`config.mk`:
```
export PLATFORM = sky130hd
export DESIGN_NAME = efi_top
export DESIGN_NICKNAME = d
export VERILOG_FILES = /design/src/common/efi_pkg.sv /design/src/rtl/efi_top.sv
export SDC_FILE = /design/constraint.sdc
export NUM_CORES = 1
export LEC_CHECK = 0
export BUFFER_PORTS_ARGS = -buffer_cell sky130_fd_sc_hd__buf_2
export CAP_MARGIN = 25
export CORE_MARGIN = 3
export CORE_UTILIZATION = 46
export CTS_CLUSTER_DIAMETER = 50
export DETAILED_ROUTE_END_ITERATION = 16
export GPL_TIMING_DRIVEN = 0
export PLACE_DENSITY = 0.78
export SYNTH_ARGS = -nofsm -noshare
export SYNTH_HDL_FRONTEND = slang
export SYNTH_SLANG_ARGS = --single-unit
export TNS_END_PERCENT = 30
```
`constraint.sdc`:
```
create_clock -name aclk -period 3.36 [get_ports aclk]
set_input_delay 0.168 -clock aclk [delete_from_list [all_inputs] [get_ports aclk]]
set_output_delay 0.168 -clock aclk [all_outputs]
set_load 0.01 [all_outputs]
```
`src/common/efi_pkg.sv`:
```
// package for the e1 framer event flag and enable block
// assumes an axi4-lite master with 32-bit data and 16-bit byte addresses
package efi_pkg;

    // ==========================================================
    // register indices and byte addresses (byte = index * 4)
    localparam int unsigned EFI_CTL_IDX = 32'h0000010B;
    localparam int unsigned EFI_FLAGS_IDX = 32'h00000B04;
    localparam int unsigned EFI_ENABLE_IDX = 32'h00000B05;
    localparam int unsigned EFI_ADDR_W = 16;
    localparam logic [15:0] EFI_CTL_ADDR = 16'(EFI_CTL_IDX * 4);
    localparam logic [15:0] EFI_FLAGS_ADDR = 16'(EFI_FLAGS_IDX * 4);
    localparam logic [15:0] EFI_ENABLE_ADDR = 16'(EFI_ENABLE_IDX * 4);

    // ==========================================================
    // flag and enable bit positions (same layout in both registers)
    localparam int unsigned EFI_B_CASMF = 7;
    localparam int unsigned EFI_B_NBITS = 6;
    localparam int unsigned EFI_B_SIG = 5;
    localparam int unsigned EFI_B_FASPOS = 4;
    localparam int unsigned EFI_B_OOF = 3;
    localparam int unsigned EFI_B_MIMIC = 2;
    localparam int unsigned EFI_B_CRC4 = 1;
    localparam int unsigned EFI_B_FBIT = 0;

    // ==========================================================
    // framing control fields
    localparam int unsigned EFI_CTL_CASEN = 7;
    localparam int unsigned EFI_CTL_CASLIM_LO = 5;
    localparam int unsigned EFI_CTL_FASLIM_LO = 0;

    // ==========================================================
    // reset values and bus answers
    localparam logic [7:0] EFI_FLAGS_RST = 8'h00;
    localparam logic [7:0] EFI_ENABLE_RST = 8'h00;
    localparam logic [7:0] EFI_CTL_RST = 8'h00;
    localparam logic [1:0] EFI_RESP_OKAY = 2'h0;
    localparam logic [1:0] EFI_RESP_SLVERR = 2'h2;

    // events and samples from the receive framer, same clock as aclk
    typedef struct packed {
        logic cas_word_stb;   // a cas multiframe alignment word was checked
        logic cas_word_err;   // that word was in error
        logic fas_word_stb;   // a fas pattern was checked
        logic fas_word_err;   // that pattern was in error
        logic nonfas_stb;     // national bits of a non-fas frame are valid
        logic [4:0] sa_bits;  // national bits sa4..sa8
        logic sig_change;     // abcd change seen in some signalling channel
        logic fas_pos_change; // fas found at a new bit position
        logic frame_mimic;    // payload imitates the fas pattern
        logic crc4_err;       // crc-4 check failed for a sub-multiframe
        logic fas_bit_err;    // one or more framing bit errors
    } efi_evt_t;

endpackage

```
`src/rtl/efi_top.sv`:
```
// e1 framer event flags, event enables, loss-of-alignment state and irq
// assumes framer event strobes on aclk and an axi4-lite master on aclk
`timescale 1ns/1ps
module efi_top (
    input wire logic aclk,                         // system clock, 10 MHz
    input wire logic aresetn,                      // synchronous reset, active low
    input wire logic [15:0] awaddr,                // write address
    input wire logic awvalid,                      // write address valid
    output logic awready,                          // write address ready
    input wire logic [31:0] wdata,                 // write data
    input wire logic [3:0] wstrb,                  // write byte strobes
    input wire logic wvalid,                       // write data valid
    output logic wready,                           // write data ready
    output logic [1:0] bresp,                      // write response
    output logic bvalid,                           // write response valid
    input wire logic bready,                       // write response ready
    input wire logic [15:0] araddr,                // read address
    input wire logic arvalid,                      // read address valid
    output logic arready,                          // read address ready
    output logic [31:0] rdata,                     // read data
    output logic [1:0] rresp,                      // read response
    output logic rvalid,                           // read data valid
    input wire logic rready,                       // read data ready
    input wire efi_pkg::efi_evt_t evt,             // framer events
    output logic irq,                              // framer interrupt, level
    output logic cas_mf_loss,                      // loss of cas multiframe alignment
    output logic out_of_frame                      // out-of-frame defect
);

    // ==========================================================
    // registers
    logic awready_q, awready_d, wready_q, wready_d;
    logic aw_held_q, aw_held_d, w_held_q, w_held_d;
    logic [15:0] aw_addr_q;
    logic [7:0] w_byte_q;
    logic w_lane_q;
    logic bvalid_q, bvalid_d;
    logic [1:0] bresp_q;
    logic arready_q, arready_d, rvalid_q, rvalid_d;
    logic [31:0] rdata_q;
    logic [1:0] rresp_q;
    logic [7:0] ctl_q, enable_q, flags_q, flags_d;
    logic [2:0] cas_cnt_q, cas_cnt_d;
    logic [3:0] fas_cnt_q, fas_cnt_d;
    logic cas_loss_q, cas_loss_d, oof_q, oof_d;
    logic [4:0] sa_prev_q;
    logic sa_seen_q;
    logic irq_q, irq_d;

    // ==========================================================
    // bus decode
    logic aw_take, w_take, ar_take, wr_do;
    logic wr_ctl, wr_enable, wr_hit;
    logic rd_ctl, rd_flags, rd_enable, rd_hit, rd_clear;
    logic [7:0] rd_byte;

    assign aw_take = awvalid & awready_q;
    assign w_take = wvalid & wready_q;
    assign ar_take = arvalid & arready_q;
    // a write commits once both halves are held and no response is pending
    assign wr_do = aw_held_q & w_held_q & ~bvalid_q;

    assign wr_ctl = aw_addr_q == efi_pkg::EFI_CTL_ADDR;
    assign wr_enable = aw_addr_q == efi_pkg::EFI_ENABLE_ADDR;
    // flag register is read-to-clear; a write there is accepted and ignored
    assign wr_hit = wr_ctl | wr_enable | (aw_addr_q == efi_pkg::EFI_FLAGS_ADDR);

    assign rd_ctl = araddr == efi_pkg::EFI_CTL_ADDR;
    assign rd_flags = araddr == efi_pkg::EFI_FLAGS_ADDR;
    assign rd_enable = araddr == efi_pkg::EFI_ENABLE_ADDR;
    assign rd_hit = rd_ctl | rd_flags | rd_enable;
    assign rd_clear = ar_take & rd_flags;
    assign rd_byte = rd_flags ? flags_q :
                     rd_enable ? enable_q :
                     rd_ctl ? ctl_q : 8'h00;

    assign aw_held_d = (aw_held_q | aw_take) & ~wr_do;
    assign w_held_d = (w_held_q | w_take) & ~wr_do;
    assign awready_d = ~aw_held_d;
    assign wready_d = ~w_held_d;
    assign bvalid_d = wr_do | (bvalid_q & ~bready);
    assign rvalid_d = ar_take | (rvalid_q & ~rready);
    // one read at a time: the next address waits for the data to be taken
    assign arready_d = ~rvalid_d;

    // ==========================================================
    // write channel
    always_ff @(posedge aclk) begin
        if (!aresetn) begin
            awready_q <= 1'b0;
            wready_q <= 1'b0;
            aw_held_q <= 1'b0;
            w_held_q <= 1'b0;
            bvalid_q <= 1'b0;
        end else begin
            awready_q <= awready_d;
            wready_q <= wready_d;
            aw_held_q <= aw_held_d;
            w_held_q <= w_held_d;
            bvalid_q <= bvalid_d;
        end
    end

    always_ff @(posedge aclk) begin
        if (!aresetn) begin
            aw_addr_q <= 16'h0000;
            w_byte_q <= 8'h00;
            w_lane_q <= 1'b0;
            bresp_q <= efi_pkg::EFI_RESP_OKAY;
        end else begin
            if (aw_take) begin
                aw_addr_q <= awaddr;
            end
            if (w_take) begin
                w_byte_q <= wdata[7:0];
                w_lane_q <= wstrb[0];
            end
            if (wr_do) begin
                bresp_q <= wr_hit ? efi_pkg::EFI_RESP_OKAY : efi_pkg::EFI_RESP_SLVERR;
            end
        end
    end

    // ==========================================================
    // control registers
    logic [7:0] enable_d;

    // irq looks at the next mask so it never lags a mask write by a cycle
    assign enable_d = (wr_do & wr_enable & w_lane_q) ? w_byte_q : enable_q;

    always_ff @(posedge aclk) begin
        if (!aresetn) begin
            ctl_q <= efi_pkg::EFI_CTL_RST;
            enable_q <= efi_pkg::EFI_ENABLE_RST;
        end else begin
            if (wr_do & wr_ctl & w_lane_q) begin
                ctl_q <= w_byte_q;
            end
            enable_q <= enable_d;
        end
    end

    // ==========================================================
    // read channel
    always_ff @(posedge aclk) begin
        if (!aresetn) begin
            arready_q <= 1'b0;
            rvalid_q <= 1'b0;
            rdata_q <= 32'h00000000;
            rresp_q <= efi_pkg::EFI_RESP_OKAY;
        end else begin
            arready_q <= arready_d;
            rvalid_q <= rvalid_d;
            if (ar_take) begin
                rdata_q <= {24'h000000, rd_byte};
                rresp_q <= rd_hit ? efi_pkg::EFI_RESP_OKAY : efi_pkg::EFI_RESP_SLVERR;
            end
        end
    end

    // ==========================================================
    // alignment loss detectors
    logic cas_en;
    logic [2:0] cas_limit, cas_inc;
    logic [3:0] fas_limit, fas_inc;

    assign cas_en = ctl_q[efi_pkg::EFI_CTL_CASEN];
    // criterion field n means n+1 consecutive errored words
    assign cas_limit = {1'b0, ctl_q[efi_pkg::EFI_CTL_CASLIM_LO +: 2]} + 3'h1;
    assign fas_limit = {1'b0, ctl_q[efi_pkg::EFI_CTL_FASLIM_LO +: 3]} + 4'h1;
    // counters saturate at the limit so a long error run cannot wrap
    assign cas_inc = (cas_cnt_q >= cas_limit) ? cas_limit : cas_cnt_q + 3'h1;
    assign fas_inc = (fas_cnt_q >= fas_limit) ? fas_limit : fas_cnt_q + 4'h1;

    always_comb begin
        cas_cnt_d = cas_cnt_q;
        cas_loss_d = cas_loss_q;
        if (!cas_en) begin
            cas_cnt_d = 3'h0;
            cas_loss_d = 1'b0;
        end else if (evt.cas_word_stb && evt.cas_word_err) begin
            cas_cnt_d = cas_inc;
            cas_loss_d = cas_loss_q | (cas_inc >= cas_limit);
        end else if (evt.cas_word_stb) begin
            cas_cnt_d = 3'h0;
            cas_loss_d = 1'b0;
        end
    end

    // framing bit errors alone do not move this state machine
    always_comb begin
        fas_cnt_d = fas_cnt_q;
        oof_d = oof_q;
        if (evt.fas_word_stb && evt.fas_word_err) begin
            fas_cnt_d = fas_inc;
            oof_d = oof_q | (fas_inc >= fas_limit);
        end else if (evt.fas_word_stb) begin
            fas_cnt_d = 4'h0;
            oof_d = 1'b0;
        end
    end

    always_ff @(posedge aclk) begin
        if (!aresetn) begin
            cas_cnt_q <= 3'h0;
            cas_loss_q <= 1'b0;
            fas_cnt_q <= 4'h0;
            oof_q <= 1'b0;
            sa_prev_q <= 5'h00;
            sa_seen_q <= 1'b0;
        end else begin
            cas_cnt_q <= cas_cnt_d;
            cas_loss_q <= cas_loss_d;
            fas_cnt_q <= fas_cnt_d;
            oof_q <= oof_d;
            if (evt.nonfas_stb) begin
                sa_prev_q <= evt.sa_bits;
                sa_seen_q <= 1'b1;
            end
        end
    end

    // ==========================================================
    // event flags
    logic [7:0] set_vec;

    // the first non-fas frame after reset only loads the reference bits
    assign set_vec[efi_pkg::EFI_B_CASMF] = cas_en & (cas_loss_d ^ cas_loss_q);
    assign set_vec[efi_pkg::EFI_B_NBITS] = evt.nonfas_stb & sa_seen_q &
                                           (evt.sa_bits != sa_prev_q);
    assign set_vec[efi_pkg::EFI_B_SIG] = cas_en & evt.sig_change;
    assign set_vec[efi_pkg::EFI_B_FASPOS] = evt.fas_pos_change;
    assign set_vec[efi_pkg::EFI_B_OOF] = oof_d ^ oof_q;
    assign set_vec[efi_pkg::EFI_B_MIMIC] = evt.frame_mimic;
    assign set_vec[efi_pkg::EFI_B_CRC4] = evt.crc4_err;
    assign set_vec[efi_pkg::EFI_B_FBIT] = evt.fas_bit_err;

    // a set in the cycle of the clearing read wins, so no event is lost
    for (genvar i = 0; i < 8; i++) begin : g_flag
        assign flags_d[i] = (flags_q[i] & ~rd_clear) | set_vec[i];
    end

    assign irq_d = |(flags_d & enable_d);

    always_ff @(posedge aclk) begin
        if (!aresetn) begin
            flags_q <= efi_pkg::EFI_FLAGS_RST;
            irq_q <= 1'b0;
        end else begin
            flags_q <= flags_d;
            irq_q <= irq_d;
        end
    end

    assign awready = awready_q;
    assign wready = wready_q;
    assign bvalid = bvalid_q;
    assign bresp = bresp_q;
    assign arready = arready_q;
    assign rvalid = rvalid_q;
    assign rdata = rdata_q;
    assign rresp = rresp_q;
    assign irq = irq_q;
    assign cas_mf_loss = cas_loss_q;
    assign out_of_frame = oof_q;
endmodule

```
==> results of run 1 <==
per-layer routing:
layer,track usage,part of all wire,vias up
met3,0.0510,0.079,18
li1,-,-,1786
met2,0.328,0.47,144
met5,0,0,-
met4,0.0588,0.018,0
met1,0.250,0.44,1628
layout by cell type, fill, tap and decap left out, types with 3 or more instances in the layout:
cell type | synthesis | final
and3_1 | 3 | 3
nand4b_1 | 3 | 3
nor2_1 | 55 | 55
o22ai_1 | 5 | 5
dfxtp_1 | 82 | 78
o21a_1 | 8 | 8
nand2b_1 | 8 | 5
dfxtp_4 | 0 | 3
nor3_1 | 5 | 5
clkbuf_1 | 14 | 15
ha_4 | 0 | 4
a21oi_4 | 1 | 3
a21oi_1 | 40 | 37
nand3_1 | 12 | 12
and3b_1 | 3 | 3
ha_1 | 14 | 10
buf_2 | 3 | 82
a21o_1 | 4 | 4
o21ai_0 | 8 | 7
a22oi_1 | 17 | 17
nor2b_1 | 5 | 5
nand2_1 | 61 | 61
conb_1 | 1 | 26
xnor2_1 | 3 | 3
inv_1 | 12 | 10
xor2_1 | 5 | 5
nand2b_4 | 0 | 3
mux2i_1 | 25 | 24
buf_4 | 26 | 35
clkbuf_8 | 0 | 11
power breakdown:
group | internal [mW] | switching [mW] | leakage [nW]
Sequential | 1.00 | 0.0227 | 0.671
Combinational | 0.119 | 0.132 | 1.45
Clock | 0.383 | 0.341 | 0.0986
Total | 1.50 | 0.496 | 2.22
final cells by class:
type                       count  area [um^2]  area share
clock buffer                  12          155      0.0310
sequential                    82         1650       0.331
tap                          105          131      0.0263
inverter                      13         51.3      0.0103
timing repair buffer          88          463      0.0926
clock inverter                 4         50.0      0.0100
multi-input combinational    345         2230       0.446
buffer                        43          263      0.0526
flip-flops by register name, summed over array words and instances (netlist names), 3 cells and up:
name,count
aw_addr_q,16
ctl_q,8
enable_q,8
flags_q,8
rdata,8
w_byte_q,8
sa_prev_q,5
fas_cnt_q,4
cas_cnt_q,3
path summary, 6_finish.rpt:
check	to	start	slack (ns)
hold reg to reg	aw_addr_q[10]$_SDFFE_PN0P_	aw_addr_q[10]$_SDFFE_PN0P_	0.45
hold / removal	flags_q[4]$_SDFF_PN0_	evt[3]	0.05
setup / recovery	irq$_SDFF_PN0_	ctl_q[1]$_SDFFE_PN0P_	-0.002
setup reg to reg	irq$_SDFF_PN0_	ctl_q[1]$_SDFFE_PN0P_	-0.002
per-stage QoR:
| step | cells | hold slack [ns] | TNS [ns] | power, mW |
|---|---|---|---|---|
| floorplan | 483 | 0.284 | 0 | 1.19 |
| global placement | 667 | 0.396 | -0.274 | 1.27 |
| detailed placement | 667 | 0.404 | -0.693 | 1.27 |
| CTS | 689 | 0.0303 | 0 | 2.01 |
| global route | 692 | 0.0452 | -0.163 | 2.08 |
| finish | 692 | 0.0491 | -0.00190 | 2.00 |
critical path, cell delays in order (launching register included):
cell and delay [ns]:
dfxtp_4 0.37, ha_4 0.28, inv_4 0.04, ha_4 0.20
a21o_1 0.18, maj3_2 0.35, a21oi_4 0.21, mux2i_2 0.26
ha_1 0.26, nand2b_4 0.16, a21oi_4 0.18, a21o_1 0.14
o211ai_1 0.13, a21oi_2 0.22, nand2b_4 0.16, o311ai_4 0.09
logic make-up (layout without fill, tap and decap cells):
family / count (synthesis) / after routing
muxes: 26 / 26
AOI/OAI and AO/OA: 97 / 97
buffers and inverters: 56 / 160
DFF: 82 / 82
xor gates and xnor gates: 8 / 8
and+or+nand+nor: 172 / 172
adders and majority gates: 16 / 16
other: 1 / 26
repair_timing:
item,in CTS,in global routing
endpoints found under the setup margin,4,4
pin swaps,7,10
hold buffers,0,0
buffers inserted,6,3
resized for setup,17,13
==> impl_metrics.toml, run 1 <==
[global_route]
grt_pass1_wl_um = 15700
grt_pass1_vias = 3388
grt_overflow = 0
grt_start_max_net_pins = 14
grtUsageTotal = 0.196
antenna_found_initial = 0

[finish]
fillers = 715
final_util = 0.602
syn_to_final_growth_pct = 26.5
antennaDiodeCount = 0
fin_nets = 686
drive_above_1_share = 0.281
finalInstanceArea_mm2 = 0.00500

[outcome]
status = "finished, violations left"
violations = "setup timing"

[critical_path]
critical_path_arrival_ns = 3.57
cp-start-kind = "flip-flop"
required_ns = 3.56
r2r_cells = 15
crit_path_end_kind = "flip-flop"
crit_type = "flip-flop to flip-flop"
crit_fanout = 4

[die]
core_mm2 = 0.00830
die_w_um = 98.7
die_h_um = 98.7
pin_count = 134
start_util = 0.476
placementRows = 33
dieArea_mm2 = 0.00974

[sta]
period_share = 1.00
tightest_slew_ns = 0.971
slew_headroom = 0.347
grt_setup_unrepaired = "true"
fin_skew_ns = 0.00574
hold_viol_final = 0
setup_viol = 1
setup_ws_ns = -0.00190
fmax_ghz = 0.297
slew_violations = 0
period_needed_ns = 3.36

[worst_hold_path]
hold_class = "primary input to flip-flop"
min_path_cells = 3

[placement]
gp_congestion = 0.880
preCtsSetupSlack_ns = -0.316
hpwl_um = 7350
dpl-instance-area_mm2 = 0.00457
numPortBuffers = 79

[cts]
cts-root-buf = "clkbuf_8"
clk_path_buf_depth = 2
clkTransAtPathRegs_ns = 0.08
cts_made_buffers = 9
cts_tree = "done"
htreeDepth = 3
insertion_delay_ns = 0.35
cts.sinks = 82

[synth]
synthTopCellsByCount = "dfxtp_1, nand2_1, nor2_1"
yosys.area_share.simple = 0.211
synth_compound_area_frac = 0.160
syn_area_mm2 = 0.00395
synthMuxAreaShare = 0.0662
post-synth-top-count-cell = "dfxtp_1"
synth_top_area_cell = "dfxtp_1"
synth_edf_count = 0
ys_ff_latch = 82
syn-mean-instance-area_um2 = 8.63
synth_adder_area_share = 0.0494
yosysSeqAreaShare = 0.415
synth-xor-area-share = 0.0177
synth_warnings = 0
postSynthCellCount = 458
ys.flop_type = "dfxtp_1"
synth.distinct_cells = 56
synth_top_family_by_area = "simple AND/OR/NAND/NOR gates"
netlist_top_cells_area = "dfxtp_1, mux2i_1, nand2_1, nor2_1, a21oi_1"
synth_top_area_share = 0.415
async_flop_share = 0

[drt]
avgViaCountPerCell = 5.17
drc_errors = 0
drtPass1Iterations = 4
wl_per_cell_um = 14.2
vias = 3576
drt_iter0_drc = 192
route.antenna.remaining_nets = 0
finalWirelength_um = 9840

[power_and_ir_drop]
powerDensity_mw_per_mm2 = 400
p_leak_nw = 2.22
ir_worst_vdd_mv = 0.322

[job]
timing.max_cap.violations = 0
Power figures use the tool's default switching activity.
==> run 2: changes to the inputs <==
--- a/config.mk
+++ b/config.mk
@@ -7,12 +7,16 @@
 export LEC_CHECK = 0
 export BUFFER_PORTS_ARGS = -buffer_cell sky130_fd_sc_hd__buf_2
 export CAP_MARGIN = 25
+export CELL_PAD_IN_SITES_DETAIL_PLACEMENT = 1
+export CELL_PAD_IN_SITES_GLOBAL_PLACEMENT = 2
 export CORE_MARGIN = 3
-export CORE_UTILIZATION = 46
+export CORE_UTILIZATION = 26
 export CTS_CLUSTER_DIAMETER = 50
 export DETAILED_ROUTE_END_ITERATION = 16
+export GPL_ROUTABILITY_DRIVEN = 0
 export GPL_TIMING_DRIVEN = 0
-export PLACE_DENSITY = 0.78
+export PLACE_DENSITY = 0.77
+export SKIP_LAST_GASP = 1
 export SYNTH_ARGS = -nofsm -noshare
 export SYNTH_HDL_FRONTEND = slang
 export SYNTH_SLANG_ARGS = --single-unit
==> run 2 against run 1 <==
Effect of this change:
- final cell count grew 12%
- non-clock buffer count is 7 higher
- worst hold slack better by 0.0089 ns
- largest cell class unchanged
- the run now ends clean
- highest routed layer unchanged
==> impl_metrics.toml, run 2 (same netlist as run 1, synthesis figures left out) <==
[outcome]
status = "complete, no violations"

[global_route]
grt_overflow = 0
grt_pass1_wl_um = 18700
grt_start_max_net_pins = 15
grtUsageTotal = 0.142
antenna_found_initial = 0
grt_pass1_vias = 3747

[power_and_ir_drop]
power.internal_mw = 1.88
p_leak_nw = 2.33
p_switching_mw = 0.570
combPwrFrac = 0.109
powerDensity_mw_per_mm2 = 463
ir_worst_vdd_mv = 0.231
p_clk_frac = 0.472
switching_share = 0.233
p_seq_frac = 0.419

[critical_path]
max_stage_delay_ns = 0.36
r2r_cells = 15
crit_path_end_kind = "flip-flop"
critical_path_arrival_ns = 3.51
r2r_setup_slack_ns = 0.05
crit_type = "flip-flop to flip-flop"
crit_fanout = 4
r2r-end = "irq$_SDFF_PN0_"
r2r-start = "ctl_q[1]$_SDFFE_PN0P_"
required_ns = 3.56
cp_cell_sequence = "ha_4 > inv_4 > ha_4 > a21o_1 > maj3_2 > a21oi_4 > mux2i_2 > ha_1 > nand2b_4 > a21oi_4 > a21o_1 > o211ai_1 > a21oi_2 > nand2b_4 > o311ai_4"
cp-start-kind = "flip-flop"
slowest_stage = "dfxtp_4"

[drt]
route.antenna.remaining_nets = 0
drtPass1Iterations = 4
wl_met3_um = 592
avgViaCountPerCell = 4.62
vias = 3595
met2WireLength_um = 5320
drt_iter0_drc = 105
drt-met1-wl_um = 5650
dr.max_layer_used = "met4"
finalWirelength_um = 11700
wl_per_cell_um = 15.0
drc_errors = 0

[placement]
post-place-cells = 746
numPortBuffers = 79
hpwl_um = 8870
dpl-instance-area_mm2 = 0.00467

[sta]
tightest_slew_ns = 0.706
hold_viol_final = 0
slew_violations = 0
fin_skew_ns = 0.00645
hold_slack_ns = 0.0580
period_needed_ns = 3.31
slew_headroom = 0.529
fmax_ghz = 0.302
grt_setup_unrepaired = "true"
setup_viol = 0
period_share = 0.984

[die]
core_mm2 = 0.0147
dieArea_mm2 = 0.0167
placementRows = 44
pin_count = 134
die_w_um = 129
die_h_um = 129
start_util = 0.269

[worst_hold_path]
hold_class = "primary input to flip-flop"
holdPathEnd = "aw_addr_q[9]$_SDFFE_PN0P_"
min_path_cells = 3
min_from = "awaddr[9]"

[finish]
antennaDiodeCount = 0
final_cell_mix = "buf_2, dfxtp_1, nand2_1"
fillers = 1795
largest_register_ffs = 16
final_common_cell = "buf_2"
drive_above_1_share = 0.293
final_cells = 778
syn_to_final_growth_pct = 34.0
finalInstanceArea_mm2 = 0.00530
fin_nets = 693
largest-register = "aw_addr_q"

[cts]
insertion_delay_ns = 0.34
htreeDepth = 3
clkTransAtPathRegs_ns = 0.06
cts_made_buffers = 9
cts_tree = "done"
cts.sinks = 82
cts_hold_buf = 0
cts-root-buf = "clkbuf_16"
clk_path_buf_depth = 2

[job]
timing.max_cap.violations = 0
run 2: worst max path at each step:
stage                     slack (ns)              to  depth (start not counted)                   from
after detailed placement       -0.34  irq$_SDFF_PN0_                         15  ctl_q[0]$_SDFFE_PN0P_
after CTS                       0.01  irq$_SDFF_PN0_                         15  ctl_q[0]$_SDFFE_PN0P_
after global placement         -0.31  irq$_SDFF_PN0_                         15  ctl_q[0]$_SDFFE_PN0P_
after global routing           -0.08  irq$_SDFF_PN0_                         15  ctl_q[1]$_SDFFE_PN0P_
final                           0.05  irq$_SDFF_PN0_                         15  ctl_q[1]$_SDFFE_PN0P_
after floorplan                 0.07  irq$_SDFF_PN0_                         14  ctl_q[0]$_SDFFE_PN0P_
run 2: final cells by class:
type                    count  area, um^2  area share
well taps                 184         230      0.0435
clock buffers              10         239      0.0451
repair buffers             95         513      0.0969
clock inverters             6         113      0.0213
multi-input cells         345        2240       0.422
flip-flops and latches     82        1650       0.312
inverters                  13        51.3     0.00969
plain buffers              43         263      0.0496
run 2: what timing repair did:
| action | in CTS | in global routing |
|---|---|---|
| pin swaps | 10 | 11 |
| buffers inserted | 9 | 5 |
| cloned | 0 | 0 |
| gates resized for setup | 21 | 10 |
| setup endpoints to repair | 4 | 4 |
run 2: routing by layer:
| metal | track usage | up-vias |
|---|---|---|
| met1 | 0.186 | 1693 |
| met2 | 0.233 | 86 |
| met5 | 0 | - |
| li1 | - | 1805 |
| met4 | 0.0340 | 0 |
| met3 | 0.0387 | 11 |
run 2: critical path: cells and delay by family (launching register included):
| kind | cells | cell delay, ns |
|---|---|---|
| buf+inv | 1 | 0.04 |
| fa+ha+maj | 4 | 1.05 |
| flops | 1 | 0.36 |
| mux | 1 | 0.26 |
| simple gates | 2 | 0.30 |
| compound gates | 7 | 1.12 |
run 2: power groups by stage:
stage	Sequential, mW	Combinational, mW	Clock, mW
2_1_floorplan	1.05	0.141	0
6_report	1.03	0.267	1.16
3_3_place_gp	1.05	0.227	0
4_1_cts	1.03	0.257	1.19
5_1_grt	1.03	0.298	1.24
3_5_place_dp	1.05	0.232	0
run 2: metrics by stage:
stage | utilization | setup TNS [ns] | power (mW) | setup slack (ns)
floorplan | - | 0 | 1.19 | 0.0750
global placement | 0.318 | -0.614 | 1.28 | -0.312
detailed placement | 0.318 | -0.832 | 1.28 | -0.341
CTS | 0.354 | 0 | 2.47 | 0.00988
global route | 0.360 | -0.136 | 2.57 | -0.0850
finish | 0.360 | 0 | 2.45 | 0.0529
